==> src/include/ecr_regs.vh <==
// register addresses, field positions and reset values of the configuration readout
`ifndef ECR_REGS_VH
`define ECR_REGS_VH
`define ECR_SIG_ADDR0 16'hFC30
`define ECR_SIG_ADDR1 16'hFC31
`define ECR_SIG_ADDR2 16'hFC60
`define ECR_CUST_BASE 16'hFCE0
`define ECR_CUST_LAST 16'hFCFF
`define ECR_CFG1_ADDR 16'hFD00
`define ECR_CFG2_ADDR 16'hFD01
`define ECR_CFG_RESET 8'hFF
`define ECR_BIT_WDT 7
`define ECR_BIT_PIN_OFF 6
`define ECR_BIT_PRL 5
`define ECR_BIT_BROWNOUT 4
`define ECR_BIT_RATE 3
`define ECR_OSC_HI 2
`define ECR_OSC_LO 0
`define ECR_OSC_EXT 3'h7
`define ECR_OSC_RC 3'h3
`define ECR_OSC_LF 3'h2
`define ECR_OSC_MF 3'h1
`define ECR_OSC_HF 3'h0
`define ECR_SRC_EXT 3'h0
`define ECR_SRC_RC 3'h1
`define ECR_SRC_LF 3'h2
`define ECR_SRC_MF 3'h3
`define ECR_SRC_HF 3'h4
`define ECR_SRC_RSV 3'h5
`define ECR_CUST_IDX_W 5
`define ECR_CUST_BYTES 32
`define ECR_PIN_IDLE 4'hF
`define ECR_ZERO8 8'h00
`endif

==> src/logic/ecr_sync2.v <==
// two-flop synchroniser for pin inputs
`timescale 1ns/10ps
module ecr_sync2 #(
    parameter W = 1
) (
    input wire clk_i,
    input wire rst_i,
    input wire [W-1:0] d_i,
    input wire [W-1:0] rst_val_i,
    output reg [W-1:0] q_o
);
reg [W-1:0] meta_r;
always @(posedge clk_i) begin
    if (rst_i) begin
        meta_r <= rst_val_i;
        q_o <= rst_val_i;
    end else begin
        meta_r <= d_i;
        q_o <= meta_r;
    end
end
endmodule

==> src/logic/ecr_top.v <==
// configuration and identification readout with power-up latch of configuration bytes one and two
// Operation
// programmer exchanges commands, addresses, data serially on two pins in programming mode
// three signature bytes readable by programmer and by CPU code reads
// customer area FCE0h..FCFFh returns stored bytes on code-space reads
// no instruction fetch from customer area; data reads only (code serves the area on code reads only, data reads miss)
// configuration effect fixed at power-up; software cannot change it
// programmer writes configuration bytes like main program memory
// configuration bytes readable by data-space reads, byte one at FD00
// watchdog enable bit 0 disables watchdog reset; timer interrupt stays
// reset pin disable bit 1 makes shared pin a plain input
// port reset level bit selects high or low port state in reset
// programmer always programs brownout bit to zero
// oscillator field selects external, RC, low, medium or high source
// cycle clock rate bit presented as static output to clock logic
`timescale 1ns/10ps
`include "ecr_regs.vh"
module ecr_top #(
    parameter SIG0 = 8'h15,
    parameter SIG1 = 8'hA5,
    parameter SIG2 = 8'h3C
) (
    input wire SYS_CLK_I,
    input wire RST_I,
    input wire [7:0] NV_CFG1_I,
    input wire [7:0] NV_CFG2_I,
    input wire [255:0] NV_CUST_I,
    input wire CODE_RD_I,
    input wire DATA_RD_I,
    input wire [15:0] DATA_POINTER_I,
    input wire SHARED_RESET_PIN_I,
    input wire PROG_MODE_I,
    input wire PROG_SCLK_I,
    input wire PROG_SDA_I,
    output reg [7:0] RD_DATA_O,
    output reg RD_VALID_O,
    output reg RD_HIT_O,
    output reg WATCHDOG_RESET_EN_O,
    output reg PIN_RESET_O,
    output reg PIN_INPUT_O,
    output reg PORT_RESET_LEVEL_O,
    output reg CYCLE_CLOCK_RATE_O,
    output reg [2:0] OSC_SOURCE_O,
    output reg OSC_FIELD_VALID_O,
    output reg PROG_SCLK_O,
    output reg PROG_SDA_O,
    output reg CFG_LOADED_O
);

// ----------------------------------------------------------------
// pin synchronisers
// ----------------------------------------------------------------
// pins come from outside the clock domain, two flops before any use
wire [3:0] pins_s;
ecr_sync2 #(.W(4)) u_sync (
    .clk_i(SYS_CLK_I),
    .rst_i(RST_I),
    .d_i({SHARED_RESET_PIN_I, PROG_MODE_I, PROG_SCLK_I, PROG_SDA_I}),
    .rst_val_i(`ECR_PIN_IDLE),
    .q_o(pins_s)
);

// ----------------------------------------------------------------
// power-up latch
// ----------------------------------------------------------------
// captured once after reset release; later nv changes are ignored
// nv cells are settled long before reset drops, so one sample suffices
reg loaded_r;
reg [7:0] cfg1_r;
reg [7:0] cfg2_r;
always @(posedge SYS_CLK_I) begin
    if (RST_I) begin
        loaded_r <= 1'b0;
        cfg1_r <= `ECR_CFG_RESET;
        cfg2_r <= `ECR_CFG_RESET;
    end else if (!loaded_r) begin
        // latch once only
        loaded_r <= 1'b1;
        cfg1_r <= NV_CFG1_I;
        cfg2_r <= NV_CFG2_I;
    end
end

// ----------------------------------------------------------------
// oscillator decode
// ----------------------------------------------------------------
reg [2:0] osc_nxt;
reg osc_ok_nxt;
always @* begin
    osc_ok_nxt = 1'b1;
    // source select
    case (cfg1_r[`ECR_OSC_HI:`ECR_OSC_LO])
        `ECR_OSC_EXT: osc_nxt = `ECR_SRC_EXT;
        `ECR_OSC_RC: osc_nxt = `ECR_SRC_RC;
        `ECR_OSC_LF: osc_nxt = `ECR_SRC_LF;
        `ECR_OSC_MF: osc_nxt = `ECR_SRC_MF;
        `ECR_OSC_HF: osc_nxt = `ECR_SRC_HF;
        default: begin
            // reserved codes get their own source code and are flagged invalid
            osc_nxt = `ECR_SRC_RSV;
            osc_ok_nxt = 1'b0;
        end
    endcase
end

// ----------------------------------------------------------------
// static configuration outputs
// ----------------------------------------------------------------
// in reset the outputs show the unprogrammed byte, the safest view
localparam [7:0] cfg_unprog = `ECR_CFG_RESET;
always @(posedge SYS_CLK_I) begin
    if (RST_I) begin
        WATCHDOG_RESET_EN_O <= cfg_unprog[`ECR_BIT_WDT];
        PIN_RESET_O <= 1'b0;
        PIN_INPUT_O <= 1'b1;
        PORT_RESET_LEVEL_O <= cfg_unprog[`ECR_BIT_PRL];
        CYCLE_CLOCK_RATE_O <= cfg_unprog[`ECR_BIT_RATE];
        OSC_SOURCE_O <= `ECR_SRC_EXT;
        OSC_FIELD_VALID_O <= 1'b1;
        CFG_LOADED_O <= 1'b0;
    end else begin
        // programmed zero kills watchdog reset only
        WATCHDOG_RESET_EN_O <= cfg1_r[`ECR_BIT_WDT];
        // pin reset function gated off
        PIN_RESET_O <= ~cfg1_r[`ECR_BIT_PIN_OFF] & ~pins_s[3];
        // pin level is always visible, whatever its reset role
        PIN_INPUT_O <= pins_s[3];
        // port level in reset
        PORT_RESET_LEVEL_O <= cfg1_r[`ECR_BIT_PRL];
        // static rate bit
        CYCLE_CLOCK_RATE_O <= cfg1_r[`ECR_BIT_RATE];
        OSC_SOURCE_O <= osc_nxt;
        OSC_FIELD_VALID_O <= osc_ok_nxt;
        CFG_LOADED_O <= loaded_r;
    end
end

// ----------------------------------------------------------------
// cpu read port
// ----------------------------------------------------------------
// one flag per mapped address, and one range flag for the customer area, keeps the read mux flat
wire at_sig0 = (DATA_POINTER_I == `ECR_SIG_ADDR0);
wire at_sig1 = (DATA_POINTER_I == `ECR_SIG_ADDR1);
wire at_sig2 = (DATA_POINTER_I == `ECR_SIG_ADDR2);
wire at_cfg1 = (DATA_POINTER_I == `ECR_CFG1_ADDR);
wire at_cfg2 = (DATA_POINTER_I == `ECR_CFG2_ADDR);
wire in_cust = (DATA_POINTER_I >= `ECR_CUST_BASE) && (DATA_POINTER_I <= `ECR_CUST_LAST);
wire [`ECR_CUST_IDX_W-1:0] cust_idx = DATA_POINTER_I[`ECR_CUST_IDX_W-1:0];

// ----------------------------------------------------------------
// customer area byte lanes
// ----------------------------------------------------------------
// area base is aligned to its size, so the low pointer bits pick the lane
wire [7:0] cust_mem [0:`ECR_CUST_BYTES-1];
genvar gi;
generate
    for (gi = 0; gi < `ECR_CUST_BYTES; gi = gi + 1) begin : g_cust
        assign cust_mem[gi] = NV_CUST_I[8*gi+7:8*gi];
    end
endgenerate
wire [7:0] cust_byte = cust_mem[cust_idx];

// ----------------------------------------------------------------
// read mux
// ----------------------------------------------------------------
reg [7:0] rd_nxt;
reg hit_nxt;
always @* begin
    rd_nxt = `ECR_ZERO8;
    hit_nxt = 1'b0;
    if (CODE_RD_I) begin
        hit_nxt = 1'b1;
        // signature bytes via code reads
        if (at_sig0)
            rd_nxt = SIG0;
        else if (at_sig1)
            rd_nxt = SIG1;
        else if (at_sig2)
            rd_nxt = SIG2;
        // customer area
        else if (in_cust)
            rd_nxt = cust_byte;
        else
            hit_nxt = 1'b0;
    end else if (DATA_RD_I) begin
        hit_nxt = 1'b1;
        // config bytes via data reads
        if (at_cfg1)
            rd_nxt = cfg1_r;
        else if (at_cfg2)
            rd_nxt = cfg2_r;
        else
            hit_nxt = 1'b0;
    end
end

// read-only data path, no fetch port here
always @(posedge SYS_CLK_I) begin
    if (RST_I) begin
        RD_DATA_O <= `ECR_ZERO8;
        RD_VALID_O <= 1'b0;
        RD_HIT_O <= 1'b0;
    end else begin
        RD_DATA_O <= rd_nxt;
        RD_VALID_O <= CODE_RD_I | DATA_RD_I;
        RD_HIT_O <= hit_nxt;
    end
end

// ----------------------------------------------------------------
// programming pins
// ----------------------------------------------------------------
// serial pins pass to the programming engine outside this block
// gated by mode so stray pin activity in normal running stays inside
always @(posedge SYS_CLK_I) begin
    if (RST_I) begin
        PROG_SCLK_O <= 1'b0;
        PROG_SDA_O <= 1'b0;
    end else begin
        PROG_SCLK_O <= pins_s[2] & pins_s[1];
        PROG_SDA_O <= pins_s[2] & pins_s[0];
    end
end

endmodule

==> config.mk <==
export PLATFORM = sky130hd
export DESIGN_NAME = ecr_top
export DESIGN_NICKNAME = d
export VERILOG_FILES = /design/src/logic/ecr_sync2.v /design/src/logic/ecr_top.v
export VERILOG_INCLUDE_DIRS = /design/src /design/src/include
export SDC_FILE = /design/constraint.sdc
export NUM_CORES = 1
export LEC_CHECK = 0
export CAP_MARGIN = 15
export CORE_AREA = 2 2 124 126
export CTS_CLUSTER_DIAMETER = 60
export CTS_CLUSTER_SIZE = 8
export DETAILED_ROUTE_END_ITERATION = 10
export DIE_AREA = 0 0 126 128
export DONT_BUFFER_PORTS = 1
export GPL_TIMING_DRIVEN = 0
export HOLD_SLACK_MARGIN = 0.1
export SLEW_MARGIN = 20
export SYNTH_ARGS = -nofsm -noshare
export SYNTH_HDL_FRONTEND = slang
export SYNTH_HIERARCHICAL = 1
export SYNTH_SLANG_ARGS = --single-unit
==> constraint.sdc <==
create_clock -name SYS_CLK_I -period 2.8 [get_ports SYS_CLK_I]
set_input_delay 0.42 -clock SYS_CLK_I [delete_from_list [all_inputs] [get_ports SYS_CLK_I]]
set_output_delay 0.42 -clock SYS_CLK_I [all_outputs]
set_load 0.02 [all_outputs]
== Word level (Yosys, flattened, before mapping) ==
Cells that the tools add are included.
Word-level totals
  bits in registers: 47
  bits in latches: 0
  memory bits (writable): 0
  bits in read-only memories: 0
  bits of input ports: 296
  output and inout port bits: 22
  word-level logic and storage cells: 62
  memories: 0
Cells by class
  $add $sub $neg: 0
  $mul: 0
  div/mod/pow operators: 0
  magnitude comparators: 3
  equal/unequal tests: 9
  shift-type cells: 0
  muxes and demuxes: 22
  bitwise gates (word level): 7
  reduce and logical (&&, ||, !) cells: 3
Operators with widths (number)
  16-bit == test (second input constant): 5
  8-bit two-way mux: 10
  8-bit binary-select mux with 5-bit select: 1
  16-bit greater-or-equal comparator (second input constant): 1
  16-bit less-or-equal comparator (second input constant): 1
  3-bit one-hot mux with 5 select lines: 1
  1-bit two-way mux: 10
  3-bit by 2-bit == test with 1-bit output (second input constant): 2
  6-bit greater-or-equal comparator (second input constant): 1
  5-bit NOT with 6-bit output: 1
  5-bit OR reduction: 1
  1-bit AND: 3
  3-bit by 1-bit == test with 1-bit output (second input constant): 1
  3-bit == test (second input constant): 1
  3-bit logical NOT: 1
  1-bit NOT: 2
  1-bit logical AND: 1
  1-bit bitwise OR: 1

== Longest topological paths before layout ==
Gate-level depths: netlist of run 1.
  word-level depth: 9
  gate-level depth with buffers: 9

== By module ==
The synthesis of run 1 kept the hierarchy.
Modules (own cells, without submodules)
  ecr_top: times used 1, cells each 327, area an instance 3708.6 µm², sequential area each 780.7 µm²
  ecr_sync2: times used 1, cells each 17, area an instance 291.5 µm², sequential area each 160.2 µm²

== Worst setup path after synthesis of run 1 ==
OpenSTA, ideal clock, no wires.
  kind: input -> register
  start: in DATA_POINTER_I[2]
  end: reg RD_DATA_O[7]
  arrival time: 2031 ps
  required time: 2660 ps
  slack: 630 ps
  stages on the path: 8
  cells stage by stage: buf_2 -> buf_1 -> buf_2 -> mux4_2 -> mux2i_1 -> nor2_1 -> o41ai_2 -> o221ai_1
On the way
  word-level cells in the longest chain between the ends: 9
Ends and longest elaborated chain
  start, declared: line ecr_top.v:30  | input wire [15:0] DATA_POINTER_I,
  5-bit NOT with 6-bit output (implied by the code): line ecr_top.v:161  | wire [7:0] cust_byte = cust_mem[cust_idx];
  8-bit binary-select mux with 5-bit select: line ecr_top.v:161
  8-bit two-way mux (implied by the code) (2 in a row): line ecr_top.v:161
  8-bit two-way mux: line ecr_top.v:181  | else if (in_cust)
  8-bit two-way mux: line ecr_top.v:178  | else if (at_sig2)
  8-bit two-way mux: line ecr_top.v:176  | else if (at_sig1)
  8-bit two-way mux: line ecr_top.v:174  | if (at_sig0)
  8-bit two-way mux (*): line ecr_top.v:171  | if (CODE_RD_I) begin
  end signal, assigned: line ecr_top.v:200  | RD_DATA_O <= `ECR_ZERO8;
  end signal, assigned: line ecr_top.v:204  | RD_DATA_O <= rd_nxt;
  end, declared: line ecr_top.v:35  | output reg [7:0] RD_DATA_O,
Mark *: on every way between the ends. The rest lies on a longest branch, timed or not. The select of a mux whose other input is x is not followed.
A chain may end at the register's enable or synchronous reset.

== Final worst setup path of run 1 ==
  start: in DATA_POINTER_I[0]
  end: reg RD_DATA_O[7]
The elaborated chain is that of the path after synthesis.

==> impl.org, run 1 <==
** Floorplan
- Area of the core region :: between 10000 and 15000 sq um
- Die X :: approximately 130 um
- In this run the count of I/O pins placed on the die edge is between 300 and 400.
- Die Area :: approximately 16000 sq um
- The floorplan has between 40 and 50 rows.
- Die Height :: 128 um
- The initial utilization of the core area, before any placement, comes to around 27%.

** Global routing
- The initial antenna violation count was 2.
- Wire length of the first global-routing pass :: approximately 23 mm
- Vias in the first global route :: between 3000 and 4000
- Global-route usage over all layers :: around a fifth
- After global routing the overflow that remains totals 0.
- Maximum number of pins on one net before global-route repair :: 17

** Setup path
- Data on the critical path is required at its endpoint by 2930 ps.
- The endpoint identified for the worst register-to-register timing path is cfg1_r[2].
- FF-to-FF path depth :: 4
- In this run the critical register-to-register path is launched from loaded_r.
- Setup Crit Path Kind :: primary input to flop
- Biggest fanout along the worst timing path :: 10
- STA classifies the critical path startpoint as a primary input.
- At the worst endpoint, the arrival time is between 2000 and 3000 ps.
- Kind of capture point of the worst setup path :: flop
- The setup check on the worst reg-to-reg path leaves a slack of approximately 1000 ps.

** Yosys
- After technology mapping, the gate count stands at between 300 and 400.
- Portion of the post-synthesis area used by sequential elements :: 23.5%
- Post-Synthesis Cell Area :: 4000 sq um
- Count of distinct cell types in the synthesized netlist :: between 50 and 60
- The synthesized design contains 47 register bits.
- Count of warnings emitted by yosys :: 6
- Most area-hungry cell type in the Yosys netlist :: mux4_2
- Of the post-synthesis cell area, the dominant cell type holds 25.3%.
- Each instance of the synthesized netlist takes up on average 11.6 sq um.
- EDFF count, synth :: 0
- Largest cells by area after synthesis :: mux4_2, dfxtp_1, mux2i_1
- Ys async rst share :: 0%
- Most instantiated library cell after synthesis :: mux2i_1
- After synthesis, the most frequently instantiated cells are mux2i_1, dfxtp_1, mux4_2, nand2_1, nor2_1.
- Among all flip-flop cells after synthesis, the most frequent one is dfxtp_1.

** Clocking
- TritonCTS built the clock tree.
- Clock tree synthesis selected as its root buffer the cell clkbuf_16.
- Total number of H-tree levels :: 2
- The clock reaches the later pin of the worst-skew pair after roughly 280 ps.
- Number of instances resized during post-cts repair :: 0
- Num CTS Buffers :: 5
- Clock slew at reported path FFs :: 70 ps
- The clock drives 47 sinks.
- The clock passes through at most 2 buffers.

** Placement
- Port buffer count :: 0
- Final estimated routing congestion in global placement :: approximately 0.94
- Final HPWL from detailed placement :: roughly 14 mm
- Minimum setup slack after placement :: -275 ps

** Final layout
- The number of antenna diodes in the final layout is 0.
- Cells with a size suffix above 1 make up about 27% of the layout.
- Final layout net count :: around 650
- Once layout is complete, the utilization of the core stands at slightly below 30%.
- From synthesis to final layout, the design area changed by 10.1%.

** Pwr
- Total power for the finished layout comes to approximately 1.8 mW.
- IR Drop Worst-Case VDD :: roughly 0.00023 V
- P per Cell Area :: 404 nW/um^2
- In this run the static leakage power is between 1.5 and 2 nW.

** Worst hold path
- Hold path startpoint :: NV_CFG1_I[5]
- Hold-critical path depth :: 2
- Class of the worst hold path :: primary input to flop
- Hold-critical path endpoint :: cfg1_r[5]

** STA
- Fin crit period :: roughly 2500 ps
- Fmax :: roughly 0.41 GHz
- At the pin with the least slew margin, the transition time is approximately 760 ps.
- The max-slew violation count is 0.
- The hold violation total from the final report was 0.
- Setup repair after global routing missed its margin :: no
- Final setup viols :: 0
- Of the available clock period, the critical path in the final layout requires between 80% and 90%.
- In this run the tightest slew margin relative to its limit is between 40 and 50%.
- After layout, the worst setup slack is 346 ps.
- The clock arrives with approximately 5.8 ps of skew.

** Job
- Max-cap violations :: 0

** Detailed routing
- Count of TritonRoute iterations in the first routing pass :: 4
- In this run, the number of DRC markers left after iteration 0 of detailed routing was between 150 and 200.
- DRC violations left :: 0
- Summed over all layers, the routed wires come to roughly 16 mm.
- For this block, the via count after detailed routing is 3215.
- Detailed-route wire length per cell :: between 30 and 40 um
- Antenna-violating nets left :: 0
- Dividing the detail-routed via count by the number of cells gives 5.89.

** Run status
- Status :: completed
## routing by layer
metal  share of wire [%]  GRT usage, %
met1                  38          24.4
met2                  52          34.9
met3                 8.6          4.38
met4                 1.3          3.62
met5               0.067             0
## stage by stage
step	hold WS, ps	cell area [sq um]	cells	setup TNS, ps
6_report	259	4410	546	0
5_1_grt	256	4410	546	0
4_1_cts	257	4410	547	0
3_5_place_dp	445	4260	539	-370
3_3_place_gp	437	4260	539	-257
2_1_floorplan	406	4030	351	0
## registers in the layout (all words and copies together), names as in the netlist
name	flops
PROG_SDA_O	1
WATCHDOG_RESET_EN_O	1
PROG_SCLK_O	1
OSC_FIELD_VALID_O	1
u_sync/q_o	4
loaded_r	1
CFG_LOADED_O	1
OSC_SOURCE_O	3
cfg1_r	8
cfg2_r	8
PORT_RESET_LEVEL_O	1
RD_HIT_O	1
CYCLE_CLOCK_RATE_O	1
PIN_INPUT_O	1
u_sync/meta_r	4
RD_DATA_O	8
RD_VALID_O	1
PIN_RESET_O	1
## power breakdown
group	internal [mW]	total, mW	switching (mW)
Combinational	0.248	0.467	0.219
Sequential	0.703	0.732	0.0288
Clock	0.334	0.582	0.249
Total	1.28	1.78	0.497
## layout by cell type (no fill, tap or decap), types with 5 or more instances in the layout
cell type  Yosys  routed
clkbuf_16      0       5
buf_2          7       7
nor3_1         7       7
mux2i_1       55      55
a22o_1         5       5
mux4_1         7       7
nand2_1       23      23
nor2_1        17      17
buf_4          5       5
conb_1         1       8
nor2b_1        6       6
a221oi_1       5       5
mux2_4         8       8
mux2_2        10      10
clkbuf_1      11      11
a22oi_1       10      10
dfxtp_1       47      47
nand3_1        8       8
mux4_2        45      45
## worst max path at each step
stage                         to  depth (start not counted)  slack (ps)               from
CTS                 RD_DATA_O[7]                          8          10  DATA_POINTER_I[2]
global placement    RD_DATA_O[7]                          8        -250  DATA_POINTER_I[2]
detailed placement  RD_DATA_O[7]                          8        -270  DATA_POINTER_I[2]
global route        RD_DATA_O[1]                          7         200  DATA_POINTER_I[2]
finish              RD_DATA_O[7]                          8         350  DATA_POINTER_I[0]
floorplan           RD_DATA_O[7]                          8         630  DATA_POINTER_I[2]
## cell type report
class | count | area, sq um
fill | 1591 | 10500
sequential | 47 | 941
clock buffer | 5 | 125
buffer | 31 | 221
multi-input combinational | 269 | 2850
tap | 188 | 235
inverter | 3 | 11.3
clock inverter | 3 | 22.5
## critical path: stages
cell and delay, ps:
buf_6 110, buf_2 340, buf_4 320, buf_2 350
mux2i_1 230, nor2_1 80, o41ai_2 490, o221ai_1 220
## kinds of logic after synthesis
| kind of cell | count (synthesis) | synth area share [%] |
|---|---|---|
| adders and majority gates | 1 | 0.250 |
| DFF | 47 | 23.5 |
| other | 1 | 0.0937 |
| buffers and inverters | 35 | 5.91 |
| muxes | 125 | 49.5 |
| AOI/OAI and AO/OA | 46 | 9.35 |
| and+or+nand+nor | 88 | 11.1 |
| xor gates and xnor gates | 1 | 0.219 |
## timing repair
action	in CTS	in global routing
buffers inserted	0	0
endpoints found under the setup margin	0	1
hold buffers	0	0
Note: power is estimated with default switching activity, not from simulation.
==> inputs of run 2 (changes only) <==
--- a/config.mk
+++ b/config.mk
@@ -15,6 +15,7 @@
 export DONT_BUFFER_PORTS = 1
 export GPL_TIMING_DRIVEN = 0
 export HOLD_SLACK_MARGIN = 0.1
+export RECOVER_POWER = 50
 export SLEW_MARGIN = 20
 export SYNTH_ARGS = -nofsm -noshare
 export SYNTH_HDL_FRONTEND = slang
==> constraint.sdc (replaced) <==
create_clock -name SYS_CLK_I -period 2.7 [get_ports SYS_CLK_I]
set_input_delay 0.405 -clock SYS_CLK_I [delete_from_list [all_inputs] [get_ports SYS_CLK_I]]
set_output_delay 0.405 -clock SYS_CLK_I [all_outputs]
set_load 0.02 [all_outputs]
==> impl.org, run 2 (synthesized netlist as in run 1, its figures left out) <==
** Setup path
- Biggest fanout along the worst timing path :: 10 (unchanged)
- Critical Path AT :: 2580 ps (about the same)
- The worst path buffer plus inverter count is 4 (unchanged).
- Setup Crit Path Kind :: primary input to flop
- Critical path's largest stage delay :: 500 ps (about the same)
- Cell repeated most along the worst path :: buf_2
- Launching element type of the critical path :: primary input
- Kind of capture point of the worst setup path :: flop
- The slowest stage of the critical path belongs to the cell o41ai_2.
- The critical path data required time was 2830 ps (-100 ps).
- List of cells traversed by the critical path :: buf_6, buf_2, buf_4, buf_2, mux2i_1, nor2_1, o41ai_2, o221ai_1
- Cell family with most CP delay :: buffers and inverters

** Final layout
- The final cell count without fillers came to 546 (unchanged).
- The count of fill cells added during filler insertion came to 1601 (+0.63%).
- Fin util :: 29.4% (-0.23 points)
- Finished Cell Area :: 4370 sq um (-0.77%)
- Most common cell after layout, fill and taps aside :: mux2i_1
- N_diodes :: 0 (unchanged)
- The top cell types in the final layout, fill and taps aside, are mux2i_1, dfxtp_1, mux4_2, nand2_1, nor2_1.
- The largest registers in the layout are RD_DATA_O (8), cfg1_r (8), cfg2_r (8).
- Final layout net count :: 653 (unchanged)
- Relative area change from synthesis to final layout :: 9.29%
- The layout cell share with drive strength beyond 1 is 24.6% (-2.2 points).

** Global routing
- Global-route usage over all layers :: 19.5% (-0.071 points)
- Wire length of the first global-routing pass :: 23.1 mm (-0.30%)
- The largest net degree at the start of global routing was 18 (+1).
- The final global-route overflow total was 0 (unchanged).
- Vias in the first global route :: 3420 (-0.058%)
- The initial antenna violation count came to 2 (unchanged).

** Detailed routing
- The number of detailed-routing iterations run before antenna repair came to 4 (unchanged).
- The remaining design rule violation count came to 0 (unchanged).
- Detailed-route wire length per cell :: 30.3 um (+0.27%)
- Number of DRC markers in iteration 0 :: 204 (+5.7%)
- The via density per instance is 5.87 (-0.31%).
- Wirelength, routed :: 16.5 mm (+0.27%)
- Antenna-violating nets left :: 0 (unchanged)
- The total number of vias was 3205 (-0.31%).

** Pwr
- Leak Pwr :: 1.65 nW (-2.0%)
- P per Cell Area :: 420 nW/um^2 (+3.9%)
- IR Drop Worst-Case VDD :: 0.000235 V (+3.8%)
- Pwr Total :: 1.84 mW (+3.1%)

** STA
- The worst relative slew slack came to 49.6% (+0.25 points).
- Clock Skew :: 5.83 ps (+0.0457 ps)
- Final setup viols :: 0 (unchanged)
- The smallest setup slack after layout was 247 ps (-99.6 ps).
- Final hold vios :: 0 (unchanged)
- Setup repair after global routing missed its margin :: no
- Slew of the pin with the lowest slew margin :: 757 ps (-3.72 ps)
- Share of the clock period used by the worst path :: between 90% and 100%
- For the finished layout, the period the worst path requires is about 2500 ps.
- Fmax :: 0.408 GHz
- The max-slew violation count is 0 (unchanged).

** Floorplan
- The number of top-level pins was 318 (unchanged).
- Die X :: 126 um (unchanged)
- Site row count :: 45 (unchanged)
- Area of the core region :: 14900 sq um (unchanged)
- The area enclosed by the die boundary came to 16100 sq um (unchanged).
- Effective utilization at floorplan :: 26.9% (unchanged)
- The die boundary height is 128 um (unchanged).

** Clocking
- Buffer count from post-CTS setup fixing :: 0 (unchanged)
- The number of buffers on the longest clock path was 2 (unchanged).
- Number of instances resized during post-cts repair :: 0 (unchanged)
- The number of hold buffers added after CTS came to 0 (unchanged).
- The worst-skew pair later-pin latency came to 280 ps (about the same).
- Number of clock sinks :: 47 (unchanged)
- CTS placed an instance of clkbuf_16 at the clock tree root.
- Total number of H-tree levels :: 2 (unchanged)
- Num CTS Buffers :: 5 (unchanged)
- TritonCTS built the clock tree.
- The CTS clock-pin slew for the worst setup and hold paths came to 70 ps (about the same).

** Placement
- Port buffer count :: 0 (unchanged)
- Final estimated routing congestion in global placement :: 0.942 (unchanged)
- The cell area after placement came to 4260 sq um (unchanged).
- Minimum setup slack after placement :: -360 ps (-85.0 ps)
- Final HPWL from detailed placement :: 14.4 mm (unchanged)
- Count of placed standard cells including taps :: 539 (unchanged)

** Run status
- Status :: completed

** Worst hold path
- Class of the worst hold path :: primary input to flop

** Job
- The max-cap violation count is 0 (unchanged).
[run 2: changes by cell type in the layout (fill, tap and decap cells not counted)]
cell	change
mux2_1	+7
buf_6	-1
clkbuf_1	+2
mux2_4	-7
buf_1	-1
[run 2: final timing paths]
check	end	slack, ps	cells after the start	startpoint
worst max-delay path	RD_DATA_O[7]	250	8	DATA_POINTER_I[0]
worst min-delay path	cfg1_r[3]	250	2	NV_CFG1_I[3]
worst max register to register	cfg1_r[2]	920	4	loaded_r
worst min register to register	u_sync/q_o[0]	440	1	u_sync/meta_r[0]
[run 2: worst reg2reg max path: cells and delay by family, from the launching register on]
family / cells / cell delay [ps]
buffers and inverters: 2 / 1010
flip-flops: 1 / 300
multiplexers: 1 / 260
AND/OR/NAND/NOR: 1 / 80
[run 2: power by group]
part / leakage (nW) / switching, mW / total [mW] / internal [mW]
sequential: 0.388 / 0.0297 / 0.759 / 0.730
clock: 0.0742 / 0.256 / 0.602 / 0.346
combinational: 1.19 / 0.227 / 0.475 / 0.248
[run 2: per-stage QoR]
step	setup TNS, ps	hold WS (ps)
final	0	245
after global routing	0	241
after detailed placement	-540	445
after floorplan	0	406
after global placement	-427	437
after CTS	0	242
[run 2: layer usage]
| metal | routed length (um) | global-route usage [%] | vias up | part of all wire (%) |
|---|---|---|---|---|
| li1 | - | - | 1399 | - |
| met1 | 6380 | 24.3 | 1581 | 39 |
| met2 | 8530 | 34.8 | 209 | 52 |
| met3 | 1390 | 4.38 | 14 | 8.4 |
| met4 | 218 | 3.62 | 2 | 1.3 |
| met5 | 11 | 0 | - | 0.067 |
[run 2: cell type report]
cell class	count	area (sq um)	share of cell area [%]
Inverter	3	11.3	0.258
Buffer	31	214	4.89
Clock buffer	5	125	2.86
Tap cell	188	235	5.38
Multi-Input combinational cell	269	2820	64.6
Sequential cell	47	941	21.5
Clock inverter	3	22.5	0.515
==> inputs of run 3 (changes only) <==
--- a/config.mk
+++ b/config.mk
@@ -15,7 +15,8 @@
 export DONT_BUFFER_PORTS = 1
 export GPL_TIMING_DRIVEN = 0
 export HOLD_SLACK_MARGIN = 0.1
-export RECOVER_POWER = 50
+export PLACE_DENSITY_LB_ADDON = 0.05
+export RECOVER_POWER = 25
 export SLEW_MARGIN = 20
 export SYNTH_ARGS = -nofsm -noshare
 export SYNTH_HDL_FRONTEND = slang
==> impl.org, run 3 (synthesized netlist as in run 1, its figures left out) <==
** Worst hold path
- Hold path startpoint :: NV_CFG1_I[7]
- The number of cells on the worst hold path is 2 (unchanged).
- Class of the worst hold path :: primary input to flop
- For hold timing, the worst endpoint is cfg1_r[7].

** Placement
- The weighted congestion at the end of routability-driven global placement is 0.827 (-12%).
- The pre-CTS setup slack is -297 ps (+62.5 ps).
- Final HPWL from detailed placement :: 13.3 mm (-7.2%)
- Port buffer count :: 0 (unchanged)
- The cell area after placement was 4260 sq um (unchanged).

** Final layout
- In the final layout, the registers with the most flip-flops are RD_DATA_O (8), cfg1_r (8), cfg2_r (8).
- In the layout the commonest cells are mux2i_1, dfxtp_1, mux4_2, nand2_1, nor2_1.
- Final layout net count :: 653 (unchanged)
- The area of all placed cells without fillers is 4380 sq um (+0.20%).
- The layout cell share with drive strength beyond 1 was 24.3% (-0.28 points).
- Relative area change from synthesis to final layout :: 9.51%
- The number of diodes added for antenna fixing was 0 (unchanged).
- Fin util :: 29.5% (+0.059 points)
- Most common cell after layout, fill and taps aside :: mux2i_1

** Detailed routing
- The routed wire length per instance is 28.4 um (-6.1%).
- The number of detailed-routing iterations run before antenna repair was 4 (unchanged).
- The number of DRC markers in iteration 0 was 122 (-40%).
- Total vias in the final route :: 3073 (-4.1%)
- Antenna-violating nets left :: 0 (unchanged)
- The via density per instance was 5.63 (-4.1%).
- DRC violations left :: 0 (unchanged)
- Wirelength, routed :: 15.5 mm (-6.1%)

** Clocking
- Num CTS Buffers :: 5 (unchanged)
- The number of gates given a new drive strength after cts was 0 (unchanged).
- Buffer count from post-CTS setup fixing :: 0 (unchanged)
- TritonCTS built the clock tree.
- CTS root buf :: clkbuf_16
- The number of hold buffers added after CTS was 0 (unchanged).
- Deepest clock path buffer count :: 2 (unchanged)
- The worst-skew pair later-pin latency is 280 ps (about the same).
- The CTS clock-pin slew for the worst setup and hold paths was 60 ps (about the same).
- The deepest level of the CTS H-tree is 2 (unchanged).
- Number of clock sinks :: 47 (unchanged)

** STA
- The hold violation total from the final report came to 0 (unchanged).
- The worst relative slew slack came to 52.1% (+2.6 points).
- The worst hold margin came to 246 ps (+0.236 ps).
- Final setup viols :: 0 (unchanged)
- Clock Skew :: 3.79 ps (-2.05 ps)
- Slew of the pin with the lowest slew margin :: 718 ps (-38.3 ps)
- Max-slew violations :: 0 (unchanged)
- Setup repair after global routing missed its margin :: no
- Share of the clock period used by the worst path :: 86.7% (-4.2 points)
- Fin crit period :: 2340 ps (-112 ps)
- Worst-case setup margin in the final layout :: 359 ps (+112 ps)
- Fmax :: 0.427 GHz (+4.8%)

** Floorplan
- Site row count :: 45 (unchanged)
- Die Height :: 128 um (unchanged)
- The overall die width was 126 um (unchanged).
- Top Ports :: 318 (unchanged)
- The area enclosed by the die boundary came to 16100 sq um (unchanged).
- Effective utilization at floorplan :: 26.9% (unchanged)
- The area inside the core boundary is 14900 sq um (unchanged).

** Setup path
- The critical path data required time was 2870 ps (+40 ps).
- FF-to-FF path depth :: 4 (unchanged)
- The worst setup path is captured at a flop.
- STA classifies the critical path startpoint as a primary input.
- The worst register-to-register path ends at cfg1_r[3].
- The biggest fanout along the worst timing path was 10 (unchanged).
- The reg-to-reg setup timing slack was 900 ps (-20 ps).
- Setup Crit Path Kind :: primary input to flop
- The data arrival time at the worst-slack endpoint came to 2510 ps (-70 ps).
- Launching point of the worst reg2reg path :: loaded_r

** Global routing
- Wire length of the first global-routing pass :: 21.8 mm (-5.6%)
- The via count of the first global-routing pass is 3274 (-4.3%).
- The initial antenna violation count came to 0 (-2).
- Maximum number of pins on one net before global-route repair :: 14 (-4)
- The final global-route overflow total came to 0 (unchanged).
- The global routing usage summed across all routing layers came to 18.3% (-1.2 points).

** Pwr
- The post-layout total power is 1.87 mW (+2.0%).
- Leak Pwr :: 1.65 nW (+0.18%)
- P per Cell Area :: 428 nW/um^2 (+1.8%)
- IR Drop Worst-Case VDD :: 0.000296 V (+26%)

** Run status
- Status :: completed

** Job
- Max-cap violations :: 0 (unchanged)
## run 3: cell count changes in the layout (fill, tap and decap cells not counted)
cell	change
clkbuf_8	+2
buf_1	+1
clkinv_2	-1
clkinv_4	-1
inv_6	-1
## run 3: worst max path at each step
stage	from	to	slack, ps	depth (start not counted)
2_1_floorplan	DATA_POINTER_I[2]	RD_DATA_O[7]	540	8
3_3_place_gp	DATA_POINTER_I[2]	RD_DATA_O[7]	-260	8
3_5_place_dp	DATA_POINTER_I[2]	RD_DATA_O[7]	-300	8
4_1_cts	DATA_POINTER_I[2]	RD_DATA_O[7]	10	8
5_1_grt	DATA_POINTER_I[0]	RD_DATA_O[4]	170	8
6_report	DATA_POINTER_I[0]	RD_DATA_O[4]	360	8
## run 3: where the power goes
part	switching, mW	internal [mW]	total, mW
registers	0.0288	0.730	0.758
clock network	0.249	0.394	0.644
logic	0.223	0.248	0.471
## run 3: metrics by stage
step | cells | TNS, ps
floorplan | 351 | 0
global placement | 539 | -385
detailed placement | 539 | -566
CTS | 547 | 0
global route | 546 | 0
finish | 546 | 0
## run 3: critical path, cell delays in order
cell,delay [ps]
buf_6,120
buf_2,230
buf_4,250
nor2b_1,480
a22oi_1,140
a22oi_1,420
o221ai_1,200
o221a_1,250
## run 3: final cells by class
cell class              count  area [sq um]
well taps                 188           235
clock buffers               8           156
flip-flops and latches     47           941
multi-input cells         269          2820
plain buffers              31           214
fillers                  1580         10500
inverters                   3          11.3
## run 3: routing by layer
layer	GRT usage [%]	up-vias	wire (um)
met5	0	-	0
met2	33.1	154	8190
li1	-	1403	-
met4	4.59	0	201
met1	22.7	1507	6150
met3	2.92	9	969
